File: config.mk
export PLATFORM = sky130hd
export DESIGN_NAME = pack_protect_fet_wake_ctrl
export DESIGN_NICKNAME = d
export VERILOG_FILES = /design/src/shared/pack_protect_pkg.sv /design/src/rtl/wake_edge_detect.sv /design/src/rtl/pack_protect_fet_wake_ctrl.sv
export SDC_FILE = /design/constraint.sdc
export NUM_CORES = 1
export LEC_CHECK = 0
export ABC_AREA = 1
export BUFFER_PORTS_ARGS = -buffer_cell sky130_fd_sc_hd__buf_4
export CAP_MARGIN = 20
export CORE_MARGIN = 4
export CORE_UTILIZATION = 49
export DETAILED_ROUTE_END_ITERATION = 8
export GPL_TIMING_DRIVEN = 0
export PLACE_DENSITY = 0.79
export SLEW_MARGIN = 0
export SYNTH_ARGS = -nofsm -noshare
export SYNTH_HDL_FRONTEND = slang
export SYNTH_SLANG_ARGS = --single-unit
File: constraint.sdc
create_clock -name core_clk -period 1.8 [get_ports core_clk]
set_clock_uncertainty 0.1 [all_clocks]
set_input_delay 0.18 -clock core_clk [delete_from_list [all_inputs] [get_ports core_clk]]
set_output_delay 0.18 -clock core_clk [all_outputs]
set_load 0.01 [all_outputs]
File: src/shared/pack_protect_pkg.sv
// constants shared by the pack protection control logic
package pack_protect_pkg;

	// ------------------------------------------------------------
	// register port geometry
	// ------------------------------------------------------------
	localparam int ADDR_W = 8;
	localparam int DATA_W = 32;
	localparam int MUX_W  = 4;

	// ------------------------------------------------------------
	// register offsets (byte addresses)
	// ------------------------------------------------------------
	localparam logic [7:0] OFS_CONTROL  = 8'h00;
	localparam logic [7:0] OFS_STATUS   = 8'h04;
	localparam logic [7:0] OFS_FLAG_CLR = 8'h08;

	// ------------------------------------------------------------
	// control register fields
	// ------------------------------------------------------------
	localparam int CTRL_DIS_ON    = 0;
	localparam int CTRL_CHG_ON    = 1;
	localparam int CTRL_LMON_EN   = 2;
	localparam int CTRL_BIAS_FORCE = 3;
	localparam int CTRL_WAKE_POL  = 4;
	localparam int CTRL_MUX_LSB   = 8;

	// ------------------------------------------------------------
	// status and flag-clear fields (flag-clear uses the same bits)
	// ------------------------------------------------------------
	localparam int STAT_DIS_GATE  = 0;
	localparam int STAT_CHG_GATE  = 1;
	localparam int STAT_FAULT_LSB = 2;
	localparam int STAT_LOAD_FAIL = 5;
	localparam int STAT_OVER_TEMP = 6;
	localparam int STAT_WAKE      = 7;
	localparam int STAT_WAKE_EVT  = 8;
	localparam int STAT_BIAS      = 9;
	localparam int STAT_MUX_LSB   = 12;

	// fault index: short circuit, discharge overcurrent, charge overcurrent
	localparam int NUM_FAULT  = 3;
	localparam int FAULT_SC   = 0;
	localparam int FAULT_DOC  = 1;
	localparam int FAULT_COC  = 2;

	// ------------------------------------------------------------
	// reset values
	// ------------------------------------------------------------
	localparam logic             RST_WAKE_POL = 1'b1;
	localparam logic [MUX_W-1:0] RST_MUX_SEL  = 4'h0;

	// mux code that routes the thermistor divider to the analog output
	localparam logic [MUX_W-1:0] MUX_TEMP_SEL = 4'hc;

	// ------------------------------------------------------------
	// timing
	// ------------------------------------------------------------
	localparam int CLK_PERIOD_NS  = 5;
	localparam int SETTLE_TIME_NS = 100000;
	localparam logic [15:0] SETTLE_CYCLES =
		16'((SETTLE_TIME_NS + CLK_PERIOD_NS - 1) / CLK_PERIOD_NS);

	// thermistor measurement sequence
	typedef enum logic [1:0] {
		TEMP_IDLE   = 2'b00,
		TEMP_SETTLE = 2'b01,
		TEMP_SAMPLE = 2'b11
	} temp_state_t;

endpackage : pack_protect_pkg

File: src/rtl/wake_edge_detect.sv
// wake pin edge detection and level status with selectable polarity
`timescale 1ns/10ps
`default_nettype none

module wake_edge_detect (
	input  wire logic core_clk,
	input  wire logic reset_n,
	input  wire logic wake_input,
	input  wire logic wake_polarity_select,
	output var  logic wake_status,
	output var  logic wake_pulse
);

	logic prev_level;
	logic primed;
	logic next_prev_level;
	logic next_primed;
	logic next_wake_status;
	logic next_wake_pulse;

	// polarity applies to both the edge and the level; the raw pin is
	// remembered so that flipping polarity never fakes an edge
	always_comb begin
		next_prev_level  = wake_input;
		next_primed      = 1'b1;
		next_wake_status = wake_polarity_select ? wake_input : ~wake_input;
		if (wake_polarity_select) begin
			next_wake_pulse = primed & wake_input & ~prev_level;
		end else begin
			next_wake_pulse = primed & ~wake_input & prev_level;
		end
	end

	always_ff @(posedge core_clk or negedge reset_n) begin
		if (!reset_n) begin
			prev_level  <= 1'b0;
			primed      <= 1'b0;
			wake_status <= 1'b0;
			wake_pulse  <= 1'b0;
		end else begin
			prev_level  <= next_prev_level;
			primed      <= next_primed;
			wake_status <= next_wake_status;
			wake_pulse  <= next_wake_pulse;
		end
	end

endmodule : wake_edge_detect

`default_nettype wire

File: src/rtl/pack_protect_fet_wake_ctrl.sv
// battery pack protection control: gate drives, load release, thermistor, mux, wake
//
// Behaviour
// - discharge gate turns on only by host
// - charge gate turns on only by host
// - short or discharge overcurrent kills discharge gate
// - charge overcurrent kills charge gate
// - load monitor path on when enabled after short or discharge overcurrent
// - load fail clears when monitor drops low
// - mux output follows host select field
// - thermistor bias on during temperature measurement
// - force bit keeps thermistor bias on
// - bias on while any fault flag set
// - over-temperature when sense below bias/13
// - wake on edge, status follows level
// - polarity one: rising edge, high level
// - polarity zero: falling edge, low level
//
// Design decisions made here: the address map and the address-and-strobe port.
`timescale 1ns/10ps
`default_nettype none

module pack_protect_fet_wake_ctrl #(
	parameter logic [15:0] SETTLE_COUNT = pack_protect_pkg::SETTLE_CYCLES
) (
	input  wire logic                              core_clk,
	input  wire logic                              reset_n,
	input  wire logic [pack_protect_pkg::ADDR_W-1:0] reg_addr,
	input  wire logic [pack_protect_pkg::DATA_W-1:0] reg_wdata,
	input  wire logic                              reg_write,
	input  wire logic                              reg_read,
	output var  logic [pack_protect_pkg::DATA_W-1:0] reg_rdata,
	input  wire logic                              short_circuit_det,
	input  wire logic                              discharge_oc_det,
	input  wire logic                              charge_oc_det,
	input  wire logic                              load_monitor_high,
	input  wire logic                              thermistor_sense_low,
	input  wire logic                              wake_input,
	output var  logic                              discharge_gate_drive,
	output var  logic                              charge_gate_drive,
	output var  logic                              load_monitor_path_en,
	output var  logic                              load_fail_flag,
	output var  logic                              thermistor_bias_out,
	output var  logic [pack_protect_pkg::MUX_W-1:0]  analog_mux_sel,
	output var  logic                              external_over_temp,
	output var  logic                              wake_request,
	output var  logic                              wake_status
);

	// ------------------------------------------------------------
	// register access decode
	// ------------------------------------------------------------
	logic wr_control;
	logic wr_flag_clr;

	assign wr_control  = reg_write && (reg_addr == pack_protect_pkg::OFS_CONTROL);
	assign wr_flag_clr = reg_write && (reg_addr == pack_protect_pkg::OFS_FLAG_CLR);

	// ------------------------------------------------------------
	// host control bits
	// ------------------------------------------------------------
	logic                              load_monitor_enable;
	logic                              bias_force;
	logic                              wake_polarity_select;
	logic                              next_load_monitor_enable;
	logic                              next_bias_force;
	logic                              next_wake_polarity_select;
	logic [pack_protect_pkg::MUX_W-1:0] next_analog_mux_sel;

	always_comb begin
		next_load_monitor_enable  = load_monitor_enable;
		next_bias_force           = bias_force;
		next_wake_polarity_select = wake_polarity_select;
		next_analog_mux_sel       = analog_mux_sel;
		if (wr_control) begin
			next_load_monitor_enable  = reg_wdata[pack_protect_pkg::CTRL_LMON_EN];
			next_bias_force           = reg_wdata[pack_protect_pkg::CTRL_BIAS_FORCE];
			next_wake_polarity_select = reg_wdata[pack_protect_pkg::CTRL_WAKE_POL];
			next_analog_mux_sel       =
				reg_wdata[pack_protect_pkg::CTRL_MUX_LSB +: pack_protect_pkg::MUX_W];
		end
	end

	always_ff @(posedge core_clk or negedge reset_n) begin
		if (!reset_n) begin
			load_monitor_enable  <= 1'b0;
			bias_force           <= 1'b0;
			wake_polarity_select <= pack_protect_pkg::RST_WAKE_POL;
			analog_mux_sel       <= pack_protect_pkg::RST_MUX_SEL;
		end else begin
			load_monitor_enable  <= next_load_monitor_enable;
			bias_force           <= next_bias_force;
			wake_polarity_select <= next_wake_polarity_select;
			analog_mux_sel       <= next_analog_mux_sel;
		end
	end

	// ------------------------------------------------------------
	// fault flags
	// ------------------------------------------------------------
	logic [pack_protect_pkg::NUM_FAULT-1:0] fault_det;
	logic [pack_protect_pkg::NUM_FAULT-1:0] fault_clr;
	logic [pack_protect_pkg::NUM_FAULT-1:0] fault_flag;
	logic [pack_protect_pkg::NUM_FAULT-1:0] next_fault_flag;

	assign fault_det[pack_protect_pkg::FAULT_SC]  = short_circuit_det;
	assign fault_det[pack_protect_pkg::FAULT_DOC] = discharge_oc_det;
	assign fault_det[pack_protect_pkg::FAULT_COC] = charge_oc_det;
	assign fault_clr = wr_flag_clr ?
		reg_wdata[pack_protect_pkg::STAT_FAULT_LSB +: pack_protect_pkg::NUM_FAULT] : 3'h0;

	// a fault in the same cycle as its clear keeps the flag set
	genvar gi;
	generate
		for (gi = 0; gi < pack_protect_pkg::NUM_FAULT; gi++) begin : g_fault
			always_comb begin
				next_fault_flag[gi] = fault_det[gi] | (fault_flag[gi] & ~fault_clr[gi]);
			end

			always_ff @(posedge core_clk or negedge reset_n) begin
				if (!reset_n) begin
					fault_flag[gi] <= 1'b0;
				end else begin
					fault_flag[gi] <= next_fault_flag[gi];
				end
			end
		end
	endgenerate

	// ------------------------------------------------------------
	// gate drives
	// ------------------------------------------------------------
	logic dis_trip;
	logic chg_trip;
	logic next_discharge_gate_drive;
	logic next_charge_gate_drive;

	assign dis_trip = short_circuit_det | discharge_oc_det;
	assign chg_trip = charge_oc_det;

	// a trip outranks an on command in the same cycle; once tripped the gate
	// waits for a fresh on command, a lingering control value does not count
	always_comb begin
		next_discharge_gate_drive = discharge_gate_drive;
		next_charge_gate_drive    = charge_gate_drive;
		if (wr_control) begin
			next_discharge_gate_drive = reg_wdata[pack_protect_pkg::CTRL_DIS_ON];
			next_charge_gate_drive    = reg_wdata[pack_protect_pkg::CTRL_CHG_ON];
		end
		if (dis_trip) begin
			next_discharge_gate_drive = 1'b0;
		end
		if (chg_trip) begin
			next_charge_gate_drive = 1'b0;
		end
	end

	always_ff @(posedge core_clk or negedge reset_n) begin
		if (!reset_n) begin
			discharge_gate_drive <= 1'b0;
			charge_gate_drive    <= 1'b0;
		end else begin
			discharge_gate_drive <= next_discharge_gate_drive;
			charge_gate_drive    <= next_charge_gate_drive;
		end
	end

	// ------------------------------------------------------------
	// load release monitoring
	// ------------------------------------------------------------
	logic next_load_fail_flag;
	logic next_load_monitor_path_en;

	// the release can only be seen through the monitor path, so the
	// comparator counts only while that path is switched in
	always_comb begin
		next_load_fail_flag = load_fail_flag;
		if (load_monitor_path_en && !load_monitor_high) begin
			next_load_fail_flag = 1'b0;
		end
		if (dis_trip) begin
			next_load_fail_flag = 1'b1;
		end
		next_load_monitor_path_en = next_load_fail_flag & next_load_monitor_enable;
	end

	always_ff @(posedge core_clk or negedge reset_n) begin
		if (!reset_n) begin
			load_fail_flag       <= 1'b0;
			load_monitor_path_en <= 1'b0;
		end else begin
			load_fail_flag       <= next_load_fail_flag;
			load_monitor_path_en <= next_load_monitor_path_en;
		end
	end

	// ------------------------------------------------------------
	// thermistor measurement sequence
	// ------------------------------------------------------------
	pack_protect_pkg::temp_state_t temp_state;
	pack_protect_pkg::temp_state_t next_temp_state;
	logic [15:0]                   settle_cnt;
	logic [15:0]                   next_settle_cnt;
	logic                          next_thermistor_bias_out;
	logic                          next_external_over_temp;

	// selecting the thermistor channel starts a measurement; the divider
	// must settle before the sense comparator is trusted
	always_comb begin
		next_temp_state = temp_state;
		next_settle_cnt = settle_cnt;
		case (temp_state)
			pack_protect_pkg::TEMP_IDLE: begin
				next_settle_cnt = 16'h0000;
				if (analog_mux_sel == pack_protect_pkg::MUX_TEMP_SEL) begin
					next_temp_state = pack_protect_pkg::TEMP_SETTLE;
				end
			end
			pack_protect_pkg::TEMP_SETTLE: begin
				next_settle_cnt = settle_cnt + 16'h0001;
				if (analog_mux_sel != pack_protect_pkg::MUX_TEMP_SEL) begin
					next_temp_state = pack_protect_pkg::TEMP_IDLE;
				end else if (settle_cnt >= SETTLE_COUNT - 16'h0001) begin
					next_temp_state = pack_protect_pkg::TEMP_SAMPLE;
				end
			end
			pack_protect_pkg::TEMP_SAMPLE: begin
				if (analog_mux_sel != pack_protect_pkg::MUX_TEMP_SEL) begin
					next_temp_state = pack_protect_pkg::TEMP_IDLE;
				end
			end
			default: begin
				next_temp_state = pack_protect_pkg::TEMP_IDLE;
			end
		endcase

		next_thermistor_bias_out = (next_temp_state != pack_protect_pkg::TEMP_IDLE)
			| next_bias_force
			| (|next_fault_flag);

		// comparator trips at one thirteenth of the bias level
		next_external_over_temp = (next_temp_state == pack_protect_pkg::TEMP_SAMPLE)
			& thermistor_sense_low;
	end

	always_ff @(posedge core_clk or negedge reset_n) begin
		if (!reset_n) begin
			temp_state          <= pack_protect_pkg::TEMP_IDLE;
			settle_cnt          <= 16'h0000;
			thermistor_bias_out <= 1'b0;
			external_over_temp  <= 1'b0;
		end else begin
			temp_state          <= next_temp_state;
			settle_cnt          <= next_settle_cnt;
			thermistor_bias_out <= next_thermistor_bias_out;
			external_over_temp  <= next_external_over_temp;
		end
	end

	// ------------------------------------------------------------
	// wake input
	// ------------------------------------------------------------
	logic wake_event;
	logic next_wake_event;

	wake_edge_detect u_wake (
		.core_clk             (core_clk),
		.reset_n              (reset_n),
		.wake_input           (wake_input),
		.wake_polarity_select (wake_polarity_select),
		.wake_status          (wake_status),
		.wake_pulse           (wake_request)
	);

	// sticky record of the edge, since the status bit is only a level
	always_comb begin
		next_wake_event = wake_request |
			(wake_event & ~(wr_flag_clr & reg_wdata[pack_protect_pkg::STAT_WAKE_EVT]));
	end

	always_ff @(posedge core_clk or negedge reset_n) begin
		if (!reset_n) begin
			wake_event <= 1'b0;
		end else begin
			wake_event <= next_wake_event;
		end
	end

	// ------------------------------------------------------------
	// read data
	// ------------------------------------------------------------
	logic [pack_protect_pkg::DATA_W-1:0] next_reg_rdata;

	// data stands for exactly the cycle after the read strobe
	always_comb begin
		next_reg_rdata = 32'h0000_0000;
		if (reg_read) begin
			case (reg_addr)
				pack_protect_pkg::OFS_CONTROL: begin
					next_reg_rdata[pack_protect_pkg::CTRL_DIS_ON]     = discharge_gate_drive;
					next_reg_rdata[pack_protect_pkg::CTRL_CHG_ON]     = charge_gate_drive;
					next_reg_rdata[pack_protect_pkg::CTRL_LMON_EN]    = load_monitor_enable;
					next_reg_rdata[pack_protect_pkg::CTRL_BIAS_FORCE] = bias_force;
					next_reg_rdata[pack_protect_pkg::CTRL_WAKE_POL]   = wake_polarity_select;
					next_reg_rdata[pack_protect_pkg::CTRL_MUX_LSB +: pack_protect_pkg::MUX_W] =
						analog_mux_sel;
				end
				pack_protect_pkg::OFS_STATUS: begin
					next_reg_rdata[pack_protect_pkg::STAT_DIS_GATE]  = discharge_gate_drive;
					next_reg_rdata[pack_protect_pkg::STAT_CHG_GATE]  = charge_gate_drive;
					next_reg_rdata[pack_protect_pkg::STAT_FAULT_LSB +: pack_protect_pkg::NUM_FAULT] =
						fault_flag;
					next_reg_rdata[pack_protect_pkg::STAT_LOAD_FAIL] = load_fail_flag;
					next_reg_rdata[pack_protect_pkg::STAT_OVER_TEMP] = external_over_temp;
					next_reg_rdata[pack_protect_pkg::STAT_WAKE]      = wake_status;
					next_reg_rdata[pack_protect_pkg::STAT_WAKE_EVT]  = wake_event;
					next_reg_rdata[pack_protect_pkg::STAT_BIAS]      = thermistor_bias_out;
					next_reg_rdata[pack_protect_pkg::STAT_MUX_LSB +: 2] = temp_state;
				end
				default: begin
					next_reg_rdata = 32'h0000_0000;
				end
			endcase
		end
	end

	always_ff @(posedge core_clk or negedge reset_n) begin
		if (!reset_n) begin
			reg_rdata <= 32'h0000_0000;
		end else begin
			reg_rdata <= next_reg_rdata;
		end
	end

endmodule : pack_protect_fet_wake_ctrl

`default_nettype wire

After elaboration in Yosys (flattened, before gate mapping)
Cells that the tools add are included.

storage, ports and cells
  register bits after elaboration = 71
  bits in latches = 0
  RAM bits = 0
  ROM bits = 0
  input bits = 50
  output and inout bits = 44
  word-level logic and storage cells = 88
  memories = 0

operators by class
  add/subtract/negate cells = 1
  $mul = 0
  div/mod/pow operators = 0
  order comparisons = 1
  equal/unequal tests = 7
  shift-type cells = 0
  mux-type cells = 23
  bitwise logic cells = 24
  reduce and logical (&&, ||, !) cells = 11

operator list
  kind                   number
  $pmux 16 s2            1
  $add 16x1->16 const B  1
  $ge 16x15->1 const B   1
  $mux 14                1
  $mux 2                 6
  $and 1x1->1            11
  $mux 1                 10
  $pmux 5 s2             1
  $eq 8x3->1 const B     1
  $eq 8x4->1 const B     1
  $logic_not 8->1        1
  $reduce_bool 2->1      4
  $or 1x1->1             7
  $mux 3                 2
  $not 1->1              6
  $pmux 2 s3             1
  $eq 2x2->1 const B     2
  $eq 4x4->1 const B     1
  $ne 4x4->1 const B     1
  $pmux 2 s2             1
  $logic_and 1x1->1      3
  $reduce_or 3->1        1
  $eq 2x1->1 const B     1
  $logic_not 2->1        1
  $logic_not 1->1        1

Logic depth before layout (Yosys ltp)
Gate-level depths: netlist (run 1).

  word-level depth = 8
  gate-level depth with buffers = 9
  depth with buffers taken out = 9

By module
From an unflattened synthesis (run 1), not the netlist that was laid out.

unflattened totals
  cell total of the unflattened synthesis = 312
  area, all modules = 2645.0 um^2

modules (own cells, without submodules)
  module                      times used  cells an instance  area an instance (um^2)  seq. area each (um^2)
  pack_protect_fet_wake_ctrl  1           299                2506.2                   1227.4
  wake_edge_detect            1           13                 138.9                    100.1

Worst setup path before layout (run 1)
Ideal clock, no wire load.

  path type = flip-flop to flip-flop
  from = register settle_cnt[0]
  to = register external_over_temp
  setup time = 0.115 ns
  arrival = 1.102 ns
  data required time = 1.585 ns
  slack = 0.483 ns
  cell stages (with the launch flop) = 10
  buffers on the path = 0
  clock period less this slack = 1.317 ns
  cell sequence = dfrtp_1 > ha_1 > nand2_1 > inv_1 > nand2_1 > nand2_1 > nand2_1 > nand3_1 > nand2_1 > nor2_1

between the ends
  cells in the longest elaborated chain, start to end = 6

RTL lines
  what                         line                               RTL
  start, declared              pack_protect_fet_wake_ctrl.sv:202  logic [15:0] settle_cnt;
  start signal, assigned       pack_protect_fet_wake_ctrl.sv:254  settle_cnt <= next_settle_cnt;
  $ge 16x15->1                 pack_protect_fet_wake_ctrl.sv:223  end else if (settle_cnt >= SETTLE_COUNT - 16'h0001) begin
  $mux 2                       pack_protect_fet_wake_ctrl.sv:223
  $mux 2                       pack_protect_fet_wake_ctrl.sv:221  if (analog_mux_sel != pack_protect_pkg::MUX_TEMP_SEL) begin
  $pmux 2 s3                   pack_protect_fet_wake_ctrl.sv:212  case (temp_state)
  $eq 2x2->1                   pack_protect_fet_wake_ctrl.sv:242  next_external_over_temp = (next_temp_state == pack_protect_pkg::TEMP_SAMPLE)
  $and 1x1->1                  pack_protect_fet_wake_ctrl.sv:243  & thermistor_sense_low;
  net next_external_over_temp  pack_protect_fet_wake_ctrl.sv:205  logic next_external_over_temp;
  end signal, assigned         pack_protect_fet_wake_ctrl.sv:256  external_over_temp <= next_external_over_temp;
  end, declared                pack_protect_fet_wake_ctrl.sv:45   output var logic external_over_temp,

The timed path passes the listed nets, and every way through them passes these cells.
A chain may end at the register's enable or synchronous reset.

Final worst setup path (run 1)
  from = register settle_cnt[0]
  to = register settle_cnt[10]

between the ends
  cells in the longest elaborated chain, start to end = 2

RTL lines
  what           line                               RTL
  $add 16x1->16  pack_protect_fet_wake_ctrl.sv:220  next_settle_cnt = settle_cnt + 16'h0001;
  $pmux 16 s2    pack_protect_fet_wake_ctrl.sv:212

Every way passes these cells.

==> flow_metrics.env, run 1 <==
export IMPL_status="completed"
export IMPL_ys_ff_latch=53
export IMPL_via_per_inst=4.68
export IMPL_antennaDiodeCount=0
export IMPL_holdWs_ps=8.12
export IMPL_arrival_ps=1640
export IMPL_cts_max_level=2
export IMPL_power_frac_seq=0.573
export IMPL_detail_route_wl_per_cell_um=11.8
export IMPL_clock_sinks=53
export IMPL_area_growth_pct=27.8
export IMPL_cap_viol_max_count=0
export IMPL_rows=26
export IMPL_internal_power_mw=1.64
export IMPL_grt_pass1_vias=2181
export IMPL_synth_top_area_share=0.497
export IMPL_grt_pass1_wl_um=9380
export IMPL_critPathKind="flip-flop to flip-flop"
export IMPL_p_clk_frac=0.323
export IMPL_irDropWorstVdd_mv=0.393
export IMPL_nets=452
export IMPL_antenna_found_initial=0
export IMPL_relSlewSlack=0.570
export IMPL_cp_start_kind="flip-flop"
export IMPL_cts_buffers=5
export IMPL_path_max_fanout=4
export IMPL_combinationalPowerShare=0.105
export IMPL_critical_path_max_stage_delay_ps=400
export IMPL_clk_latency_ps=310
export IMPL_synthDistinctLibCells=33
export IMPL_grt_usage=0.184
export IMPL_drtIter0Drc=89
export IMPL_cts_clk_slew_worst_paths_ps=90
export IMPL_fill_cells=478
export IMPL_power_switching_mw=0.505
export IMPL_hpwl_um=4280
export IMPL_synthesis_area_mm2=0.00262
export IMPL_synth_warnings=0
export IMPL_final_common_cell="buf_4"
export IMPL_cts_resized=0
export IMPL_vias=2207
export IMPL_die_area_mm2=0.00657
export IMPL_synthTopCellsByArea="dfrtp_1 50%, nand2_1 9.0%, inv_1 6.5%, nor2_1 6.0%, buf_4 5.2%"
export IMPL_power_density_mw_per_mm2=641
export IMPL_drc=0
export IMPL_hp_class="input port to flip-flop"
export IMPL_grt_max_degree=54
export IMPL_cpMaxStageDelayCell="dfrtp_1"
export IMPL_cpMostUsedCell="nand2_1"
export IMPL_power_leakage_nw=1.75
export IMPL_rsz0062_at_grt="no"
export IMPL_min_period_ps=1530
export IMPL_die_height_um=81.1
export IMPL_cts_max_path_buffers=2
export IMPL_setup_tns_ps=0
export IMPL_end_kind="flip-flop"
export IMPL_core_area_mm2=0.00514
export IMPL_layout_drive_gt1_share=0.264
export IMPL_first_pass_iters=4
export IMPL_hold_violations=0
export IMPL_synth_area_per_cell_um2=8.28
export IMPL_place_gp_congestion=0.856
export IMPL_ys_seq_area_frac=0.507
export IMPL_die_x_um=81.1
export IMPL_setup_violations=0
export IMPL_cts_tree="yes"
export IMPL_clock_root_buffer="clkbuf_8"
export IMPL_overflow=0
export IMPL_io_pins=94
export IMPL_wirelength_um=5590
export IMPL_fmax_ghz=0.652
export IMPL_yosysTopAreaCell="dfrtp_1"
export IMPL_final_max_slew_violation_count=0
export IMPL_layout_common_cells="70 x buf_4, 63 x nand2_1, 52 x dfrtp_1, 45 x inv_1, 42 x nor2_1"
export IMPL_io_buffers=52
export IMPL_required_ps=1900
export IMPL_worst_pin_slew_ps=645
export IMPL_ant_nets=0
export IMPL_path_cells="ha_1, nand2_1, inv_1, nand2_1, nor2_2, nand4_1, nand2_1, nor2_1"
export IMPL_timing_final_crit_share=0.852
export IMPL_syn_inst=316
export IMPL_swShare=0.235
export IMPL_start_util=0.509
==> worst paths after layout <==
path / depth (start not counted) / endpoint / startpoint / slack (ps)
setup / recovery: 8 / settle_cnt[10] / settle_cnt[0] / 270
hold / removal: 3 / fault_flag[0] / short_circuit_det / 8
setup reg to reg: 8 / settle_cnt[10] / settle_cnt[0] / 270
hold reg to reg: 1 / wake_event / u_wake.wake_pulse / 370
max in group asynchronous: 2 / reg_rdata[6] / reset_n / 830
min in group asynchronous: 2 / settle_cnt[3] / reset_n / 330
==> Yosys cell counts <==
library cell  count
o21ai_0          21
nor2_4            3
nand3_2           1
a2bb2oi_1         1
a21oi_1           4
o21ai_2           6
nand2_1          63
inv_2             3
nor3_1            2
nor2_1           42
nand2_4           1
dfrtp_1          52
o31ai_1           1
nand2_2           4
nand4_1           2
clkbuf_1          1
o22ai_1           3
xnor2_1           1
dfstp_2           1
nor2_2            6
ha_1              1
inv_1            45
a21o_1            1
a22o_1            1
a22oi_1           1
clkbuf_8          1
buf_8             1
a31oi_1           2
buf_4            18
clkinv_2          1
xor2_1            1
nand3_1          23
conb_1            2
==> power by group through the flow <==
stage                     Clock (mW)  Sequential, mW  Combinational, mW
after floorplan                    0            1.26             0.0944
after global placement             0            1.25              0.205
after detailed placement           0            1.25              0.209
after CTS                      0.716            1.23              0.225
after global routing           0.769            1.23              0.250
final                          0.692            1.23              0.224
==> repair_timing <==
item	4_1_cts	5_1_grt
buffers inserted	0	0
endpoints found under the hold margin	61	0
hold buffers	9	0
==> per-stage QoR <==
stage | power, mW | cells | util | cell area (um^2) | worst slack (ps)
floorplan | 1.35 | 333 | - | 2680 | 483
global placement | 1.46 | 455 | 0.614 | 3160 | 315
detailed placement | 1.46 | 455 | 0.614 | 3160 | 280
CTS | 2.17 | 472 | 0.651 | 3340 | 267
global route | 2.25 | 472 | 0.651 | 3340 | 119
finish | 2.14 | 472 | 0.651 | 3340 | 267
==> kinds of logic (layout without fill, tap and decap cells) <==
family                   count (synthesis)  count (layout)  share of synthesized area
AO/OA/AOI/OAI                           41              41                     0.0952
XOR/XNOR                                 2               2                    0.00670
adder cells (fa/ha/maj)                  1               1                    0.00478
buffers and inverters                   70             139                      0.135
flip-flops                              53              53                      0.507
other                                    2              19                    0.00287
AND/OR/NAND/NOR                        147             147                      0.248
==> metal layers <==
layer,wire (um),vias up,part of all wire,track usage
met3,298,11,0.053,0.0421
met4,108,0,0.019,0.0625
li1,-,1118,-,-
met1,2210,1019,0.40,0.210
met5,0,-,0,0
met2,2970,59,0.53,0.337
==> cell type report <==
class | instances | area, um^2 | share of cell area
plain buffers | 21 | 168 | 0.0501
clock buffers | 6 | 82.6 | 0.0247
clock inverters | 2 | 13.8 | 0.00412
inverters | 49 | 185 | 0.0554
multi-input cells | 210 | 1000 | 0.299
flip-flops and latches | 53 | 1330 | 0.397
well taps | 70 | 87.6 | 0.0262
repair buffers | 61 | 480 | 0.144
==> registers in the layout (all words and copies together), names as in the netlist, 2 cells and up <==
| register | count |
|---|---|
| reg_rdata | 14 |
| settle_cnt | 16 |
| fault_flag | 3 |
| analog_mux_sel | 4 |
| temp_state | 2 |
==> worst max-delay path: cells and delay by family (launching register included) <==
kind,cells,cell delay [ps]
fa+ha+maj,1,180
buf+inv,1,90
flops,1,400
simple gates,6,670
Power figures use the tool's default switching activity.
==> inputs of run 2 (changes only) <==
Settings changed: ABC_AREA 1 to 0, PLACE_DENSITY 0.79 to 0.8.
Clock period 1.8 ns to 1.5 ns, I/O delays scaled along.
==> flow_metrics.env, run 2 <==
export IMPL_arrival_ps=1700
export IMPL_ant_nets=0
export IMPL_finish_utilization=0.724
export IMPL_placed_area_mm2=0.00308
export IMPL_drtIter0Drc=140
export IMPL_r2r_end="temp_state[1]"
export IMPL_final_max_slew_violation_count=0
export IMPL_holdWs_ps=38.4
export IMPL_clk_latency_ps=310
export IMPL_grt_max_degree=54
export IMPL_fill_cells=350
export IMPL_reg2reg_slack_ps=-120
export IMPL_grt_usage=0.211
export IMPL_power_leakage_nw=1.74
export IMPL_largest_reg_flops=16
export IMPL_antennaDiodeCount=0
export IMPL_core_area_mm2=0.00482
export IMPL_irDropWorstVdd_mv=0.496
export IMPL_r2r_cells=5
export IMPL_combinationalPowerShare=0.095
export IMPL_start_util=0.519
export IMPL_die_area_mm2=0.00631
export IMPL_worstSetupStartpoint="settle_cnt[0]"
export IMPL_via_per_inst=5.29
export IMPL_end_kind="flip-flop"
export IMPL_path_delay_family="simple AND/OR/NAND/NOR gates"
export IMPL_ys_async_sr_fraction=1.00
export IMPL_vias=2153
export IMPL_cap_viol_max_count=0
export IMPL_grt_pass1_wl_um=10400
export IMPL_layout_drive_gt1_share=0.338
export IMPL_cp_depth=5
export IMPL_internal_power_mw=2.09
export IMPL_antenna_found_initial=0
export IMPL_largestRegisters="settle_cnt (16), reg_rdata (14), analog_mux_sel (4)"
export IMPL_area_growth_pct=39.5
export IMPL_drc=0
export IMPL_die_height_um=79.4
export IMPL_path_cells="ha_2, and4_4, or4_1, nand4_1, a31oi_1"
export IMPL_min_period_ps=1620
export IMPL_grt_pass1_vias=2230
export IMPL_stdcell_area_mm2=0.00349
export IMPL_clock_root_buffer="clkbuf_8"
export IMPL_setup_violations=13
export IMPL_cp_start_kind="flip-flop"
export IMPL_synth_edf_count=0
export IMPL_setup_tns_ps=-944
export IMPL_critPathKind="flip-flop to flip-flop"
export IMPL_synth_area_per_cell_um2=10.4
export IMPL_power_frac_seq=0.538
export IMPL_synth_top_area_share=0.521
export IMPL_synth_mux_area_fraction=0.0731
export IMPL_relSlewSlack=0.560
export IMPL_rows=25
export IMPL_synthDistinctLibCells=41
export IMPL_synth_top_family_by_area="simple AND/OR/NAND/NOR gates"
export IMPL_final_common_cell="buf_4"
export IMPL_hpwl_um=4060
export IMPL_cpMaxStageDelayCell="dfrtp_1"
export IMPL_nets=390
export IMPL_cts_max_level=2
export IMPL_required_ps=1590
export IMPL_endpoint="temp_state[1]"
export IMPL_path_buf_inv=0
export IMPL_cts_tree="yes"
export IMPL_place_gp_congestion=0.776
export IMPL_syn_inst=240
export IMPL_synth_common_cells="52 x dfrtp_1, 30 x nand2_1, 19 x buf_4, 19 x nor2_1, 13 x and3_1"
export IMPL_io_pins=94
export IMPL_ys_ff_latch=53
export IMPL_path_max_fanout=3
export IMPL_synth_simple_area_share=0.213
export IMPL_hp_class="input port to flip-flop"
export IMPL_fin_ws_ps=-115
export IMPL_yosysTopAreaCell="dfrtp_1"
export IMPL_synthFlopType="dfrtp_1"
export IMPL_clock_sinks=53
export IMPL_post_place_ws_ps=-697
export IMPL_power_switching_mw=0.623
export IMPL_die_x_um=79.4
export IMPL_detail_route_wl_per_cell_um=15.9
export IMPL_violations="negative setup slack"
export IMPL_p_clk_frac=0.367
export IMPL_largest_register="settle_cnt"
export IMPL_swShare=0.229
export IMPL_synth_warnings=0
export IMPL_ys_seq_area_frac=0.531
export IMPL_hold_violations=0
export IMPL_wirelength_um=6460
export IMPL_status="finished with violations"
export IMPL_critical_path_max_stage_delay_ps=420
export IMPL_synth_most_common_cell="dfrtp_1"
export IMPL_synthesis_area_mm2=0.00250
export IMPL_first_pass_iters=4
export IMPL_synthTopCellsByArea="dfrtp_1 52%, buf_4 5.7%, nand2_1 4.5%, mux2i_1 4.0%, and3_1 3.3%"
export IMPL_overflow=0
export IMPL_synth_xor_xnor_area_share=0.00350
export IMPL_power_density_mw_per_mm2=779
export IMPL_p_total_mw=2.72
export IMPL_cts_max_path_buffers=2
export IMPL_worst_pin_slew_ps=659
export IMPL_timing_final_crit_share=1.08
export IMPL_io_buffers=52
export IMPL_synth_compound_area_frac=0.0976
export IMPL_layout_common_cells="80 x buf_4, 49 x dfrtp_1, 30 x nand2_1, 19 x nor2_1, 19 x conb_1"
export IMPL_synth_adder_area_share=0.00501
export IMPL_fmax_ghz=0.619
export IMPL_reg2reg_from="settle_cnt[0]"
export IMPL_finalNonFillerCells=407
export IMPL_cts_buffers=5
export IMPL_place_inst=376
export IMPL_rsz0062_at_grt="yes"
export IMPL_cts_clk_slew_worst_paths_ps=100
## run 2: cell count changes after synthesis, sizes merged, moves of 7 or more
cell	before	now
and3	0	13
clkbuf	2	9
inv	48	2
mux2	0	7
mux2i	0	10
nand2	68	30
nand3	24	7
nor2	51	19
o21ai	27	9
## run 2: cells by family after synthesis
| family | Yosys count |
|---|---|
| xor gates and xnor gates | 1 |
| and+or+nand+nor | 100 |
| AOI/OAI and AO/OA | 36 |
| other | 2 |
| adders and majority gates | 1 |
| DFF | 53 |
| muxes | 17 |
| buffers and inverters | 30 |
## run 2: worst min path at each step
stage,end,cells after the start,from,slack (ps)
2_1_floorplan,analog_mux_sel[0],0,reset_n,-250
3_3_place_gp,analog_mux_sel[2],1,reset_n,120
3_5_place_dp,discharge_gate_drive,1,reset_n,130
4_1_cts,fault_flag[0],3,short_circuit_det,20
5_1_grt,fault_flag[0],3,short_circuit_det,60
6_report,discharge_gate_drive,3,reg_wdata[0],40
## run 2: layout make-up
class,instances,area (um^2),share of cell area
multi-input cells,174,1140,0.327
clock buffers,6,72.6,0.0208
flip-flops and latches,53,1330,0.382
clock inverters,2,38.8,0.0111
repair buffers,80,651,0.187
well taps,67,83.8,0.0240
inverters,2,7.51,0.00215
plain buffers,23,163,0.0466
## run 2: routing by layer
metal	vias to the layer above	routed length (um)	global-route usage
li1	1011	-	-
met1	1049	2570	0.254
met2	76	3400	0.370
met3	17	312	0.0429
met4	0	171	0.0825
met5	-	0	0
## run 2: worst register-to-register path, stage by stage, from the launching register on
cell and delay [ps]:
dfrtp_1 420, ha_2 200, and4_4 150, or4_1 400, nand4_1 120, a31oi_1 90
## run 2: power by group through the flow
stage | clock, mW | sequential, mW | combinational (mW)
detailed placement | 0 | 1.49 | 0.218
floorplan | 0 | 1.49 | 0.0929
global placement | 0 | 1.49 | 0.214
CTS | 0.999 | 1.46 | 0.251
finish | 0.996 | 1.46 | 0.259
global route | 1.07 | 1.46 | 0.284
## run 2: repair_timing
action / in CTS / in global routing
buffers inserted: 6 / 8
pin swaps: 7 / 6
hold buffers: 14 / 0
cloned: 0 / 0
gates resized for setup: 5 / 19
endpoints found under the hold margin: 66 / 0
setup endpoints to repair: 15 / 15
==> inputs of run 3 (changes only) <==
Settings changed: PLACE_DENSITY 0.8 to not set, PLACE_DENSITY_LB_ADDON set to 0.05.
==> flow_metrics.env, run 3 (synthesis results as in run 2) <==
export IMPL_hold_path_cell_count=3
export IMPL_via_per_inst=5.26
export IMPL_critical_path_max_stage_delay_ps=410
export IMPL_die_x_um=79.4
export IMPL_clock_sinks=53
export IMPL_largest_reg_flops=16
export IMPL_place_gp_congestion=0.751
export IMPL_worstSetupStartpoint="settle_cnt[1]"
export IMPL_internal_power_mw=2.02
export IMPL_hp_class="input port to flip-flop"
export IMPL_power_density_mw_per_mm2=760
export IMPL_first_pass_iters=4
export IMPL_place_inst=376
export IMPL_detail_route_wl_per_cell_um=14.9
export IMPL_largestRegisters="settle_cnt (16), reg_rdata (14), analog_mux_sel (4)"
export IMPL_power_switching_mw=0.622
export IMPL_largest_register="settle_cnt"
export IMPL_irDropWorstVdd_mv=0.471
export IMPL_path_buf_inv=0
export IMPL_r2r_end="temp_state[1]"
export IMPL_reg2reg_slack_ps=-80
export IMPL_violations="negative setup slack"
export IMPL_arrival_ps=1680
export IMPL_nets=387
export IMPL_layout_common_cells="74 x buf_4, 50 x dfrtp_1, 30 x nand2_1, 19 x nor2_1, 19 x conb_1"
export IMPL_worst_pin_slew_ps=658
export IMPL_cts_buffers=5
export IMPL_finalNonFillerCells=404
export IMPL_antennaDiodeCount=0
export IMPL_combinationalPowerShare=0.097
export IMPL_hpwl_um=3910
export IMPL_setup_tns_ps=-473
export IMPL_power_frac_seq=0.554
export IMPL_path_delay_family="simple AND/OR/NAND/NOR gates"
export IMPL_min_period_ps=1580
export IMPL_cts_clk_slew_worst_paths_ps=100
export IMPL_path_max_fanout=3
export IMPL_ant_nets=0
export IMPL_setup_violations=10
export IMPL_cts_max_level=2
export IMPL_io_pins=94
export IMPL_io_buffers=52
export IMPL_rsz0062_at_grt="yes"
export IMPL_drtIter0Drc=115
export IMPL_path_cells="ha_2, and4_4, or4_1, nand4_1, a31oi_1"
export IMPL_grt_usage=0.207
export IMPL_hold_violations=0
export IMPL_grt_max_degree=54
export IMPL_cp_start_kind="flip-flop"
export IMPL_final_common_cell="buf_4"
export IMPL_final_max_slew_violation_count=0
export IMPL_timing_final_crit_share=1.05
export IMPL_relSlewSlack=0.561
export IMPL_required_ps=1600
export IMPL_fmax_ghz=0.632
export IMPL_grt_pass1_vias=2123
export IMPL_core_area_mm2=0.00482
export IMPL_cpMaxStageDelayCell="or4_1"
export IMPL_wirelength_um=6000
export IMPL_cap_viol_max_count=0
export IMPL_layout_drive_gt1_share=0.332
export IMPL_clk_latency_ps=310
export IMPL_die_height_um=79.4
export IMPL_antenna_found_initial=0
export IMPL_fin_ws_ps=-81.9
export IMPL_status="finished with violations"
export IMPL_start_util=0.519
export IMPL_clock_root_buffer="clkbuf_8"
export IMPL_drc=0
export IMPL_end_kind="flip-flop"
export IMPL_grt_pass1_wl_um=10200
export IMPL_overflow=0
export IMPL_p_clk_frac=0.349
export IMPL_power_leakage_nw=1.71
export IMPL_swShare=0.236
export IMPL_die_area_mm2=0.00631
export IMPL_fill_cells=364
export IMPL_critPathKind="flip-flop to flip-flop"
export IMPL_area_growth_pct=38.8
export IMPL_p_total_mw=2.64
export IMPL_rows=25
export IMPL_cts_tree="yes"
export IMPL_hold_end="fault_flag[0]"
export IMPL_reg2reg_from="settle_cnt[1]"
export IMPL_cts_max_path_buffers=2
export IMPL_vias=2126
export IMPL_r2r_cells=5
export IMPL_holdCritStartpoint="short_circuit_det"
## run 3: metrics by stage
step	hold WS, ps	setup WS [ps]	instance area, um^2	util
finish	23.2	-81.9	3470	0.721
global route	9.88	-149	3470	0.721
CTS	12.3	-153	3440	0.715
detailed placement	123	-644	3080	0.638
global placement	132	-666	3080	0.638
floorplan	-246	-335	2600	-
## run 3: cell type report
cell class                      count  area [um^2]  area share
Buffer                             24          170      0.0490
Clock buffer                        7         96.3      0.0278
Clock inverter                      1         8.76     0.00252
Inverter                            2         7.51     0.00216
Multi-Input combinational cell    174         1140       0.329
Sequential cell                    53         1330       0.383
Tap cell                           67         83.8      0.0242
Timing Repair Buffer               76          632       0.182
## run 3: worst max-delay path by stage
stage / to / slack (ps) / depth (start not counted)
CTS: settle_cnt[8] / -150 / 6
global placement: thermistor_bias_out / -670 / 6
global route: settle_cnt[10] / -150 / 6
finish: temp_state[1] / -80 / 5
floorplan: thermistor_bias_out / -340 / 5
detailed placement: thermistor_bias_out / -640 / 6
## run 3: timing repair
action	CTS	global route
hold endpoints to repair	66	0
pin swaps	10	7
hold buffers	14	0
setup endpoints to repair	15	19
resized for setup	13	13
setup buffers	10	0
## run 3: layer usage
layer | vias up | routed length, um | GRT usage
met5 | - | 0 | 0
met4 | 0 | 80 | 0.0515
met3 | 10 | 350 | 0.0463
met2 | 86 | 2910 | 0.346
met1 | 1021 | 2660 | 0.274
li1 | 1009 | - | -
## run 3: power by group through the flow
stage | Clock [mW] | Combinational (mW) | Sequential [mW]
final | 0.921 | 0.256 | 1.46
after global routing | 1.01 | 0.282 | 1.46
after CTS | 0.931 | 0.253 | 1.46
after detailed placement | 0 | 0.217 | 1.49
after global placement | 0 | 0.215 | 1.49
after floorplan | 0 | 0.0929 | 1.49
## run 3: worst min-delay path, stage by stage
cell	delay (ps)
buf_4	120
nor2_1	80
a31oi_1	60
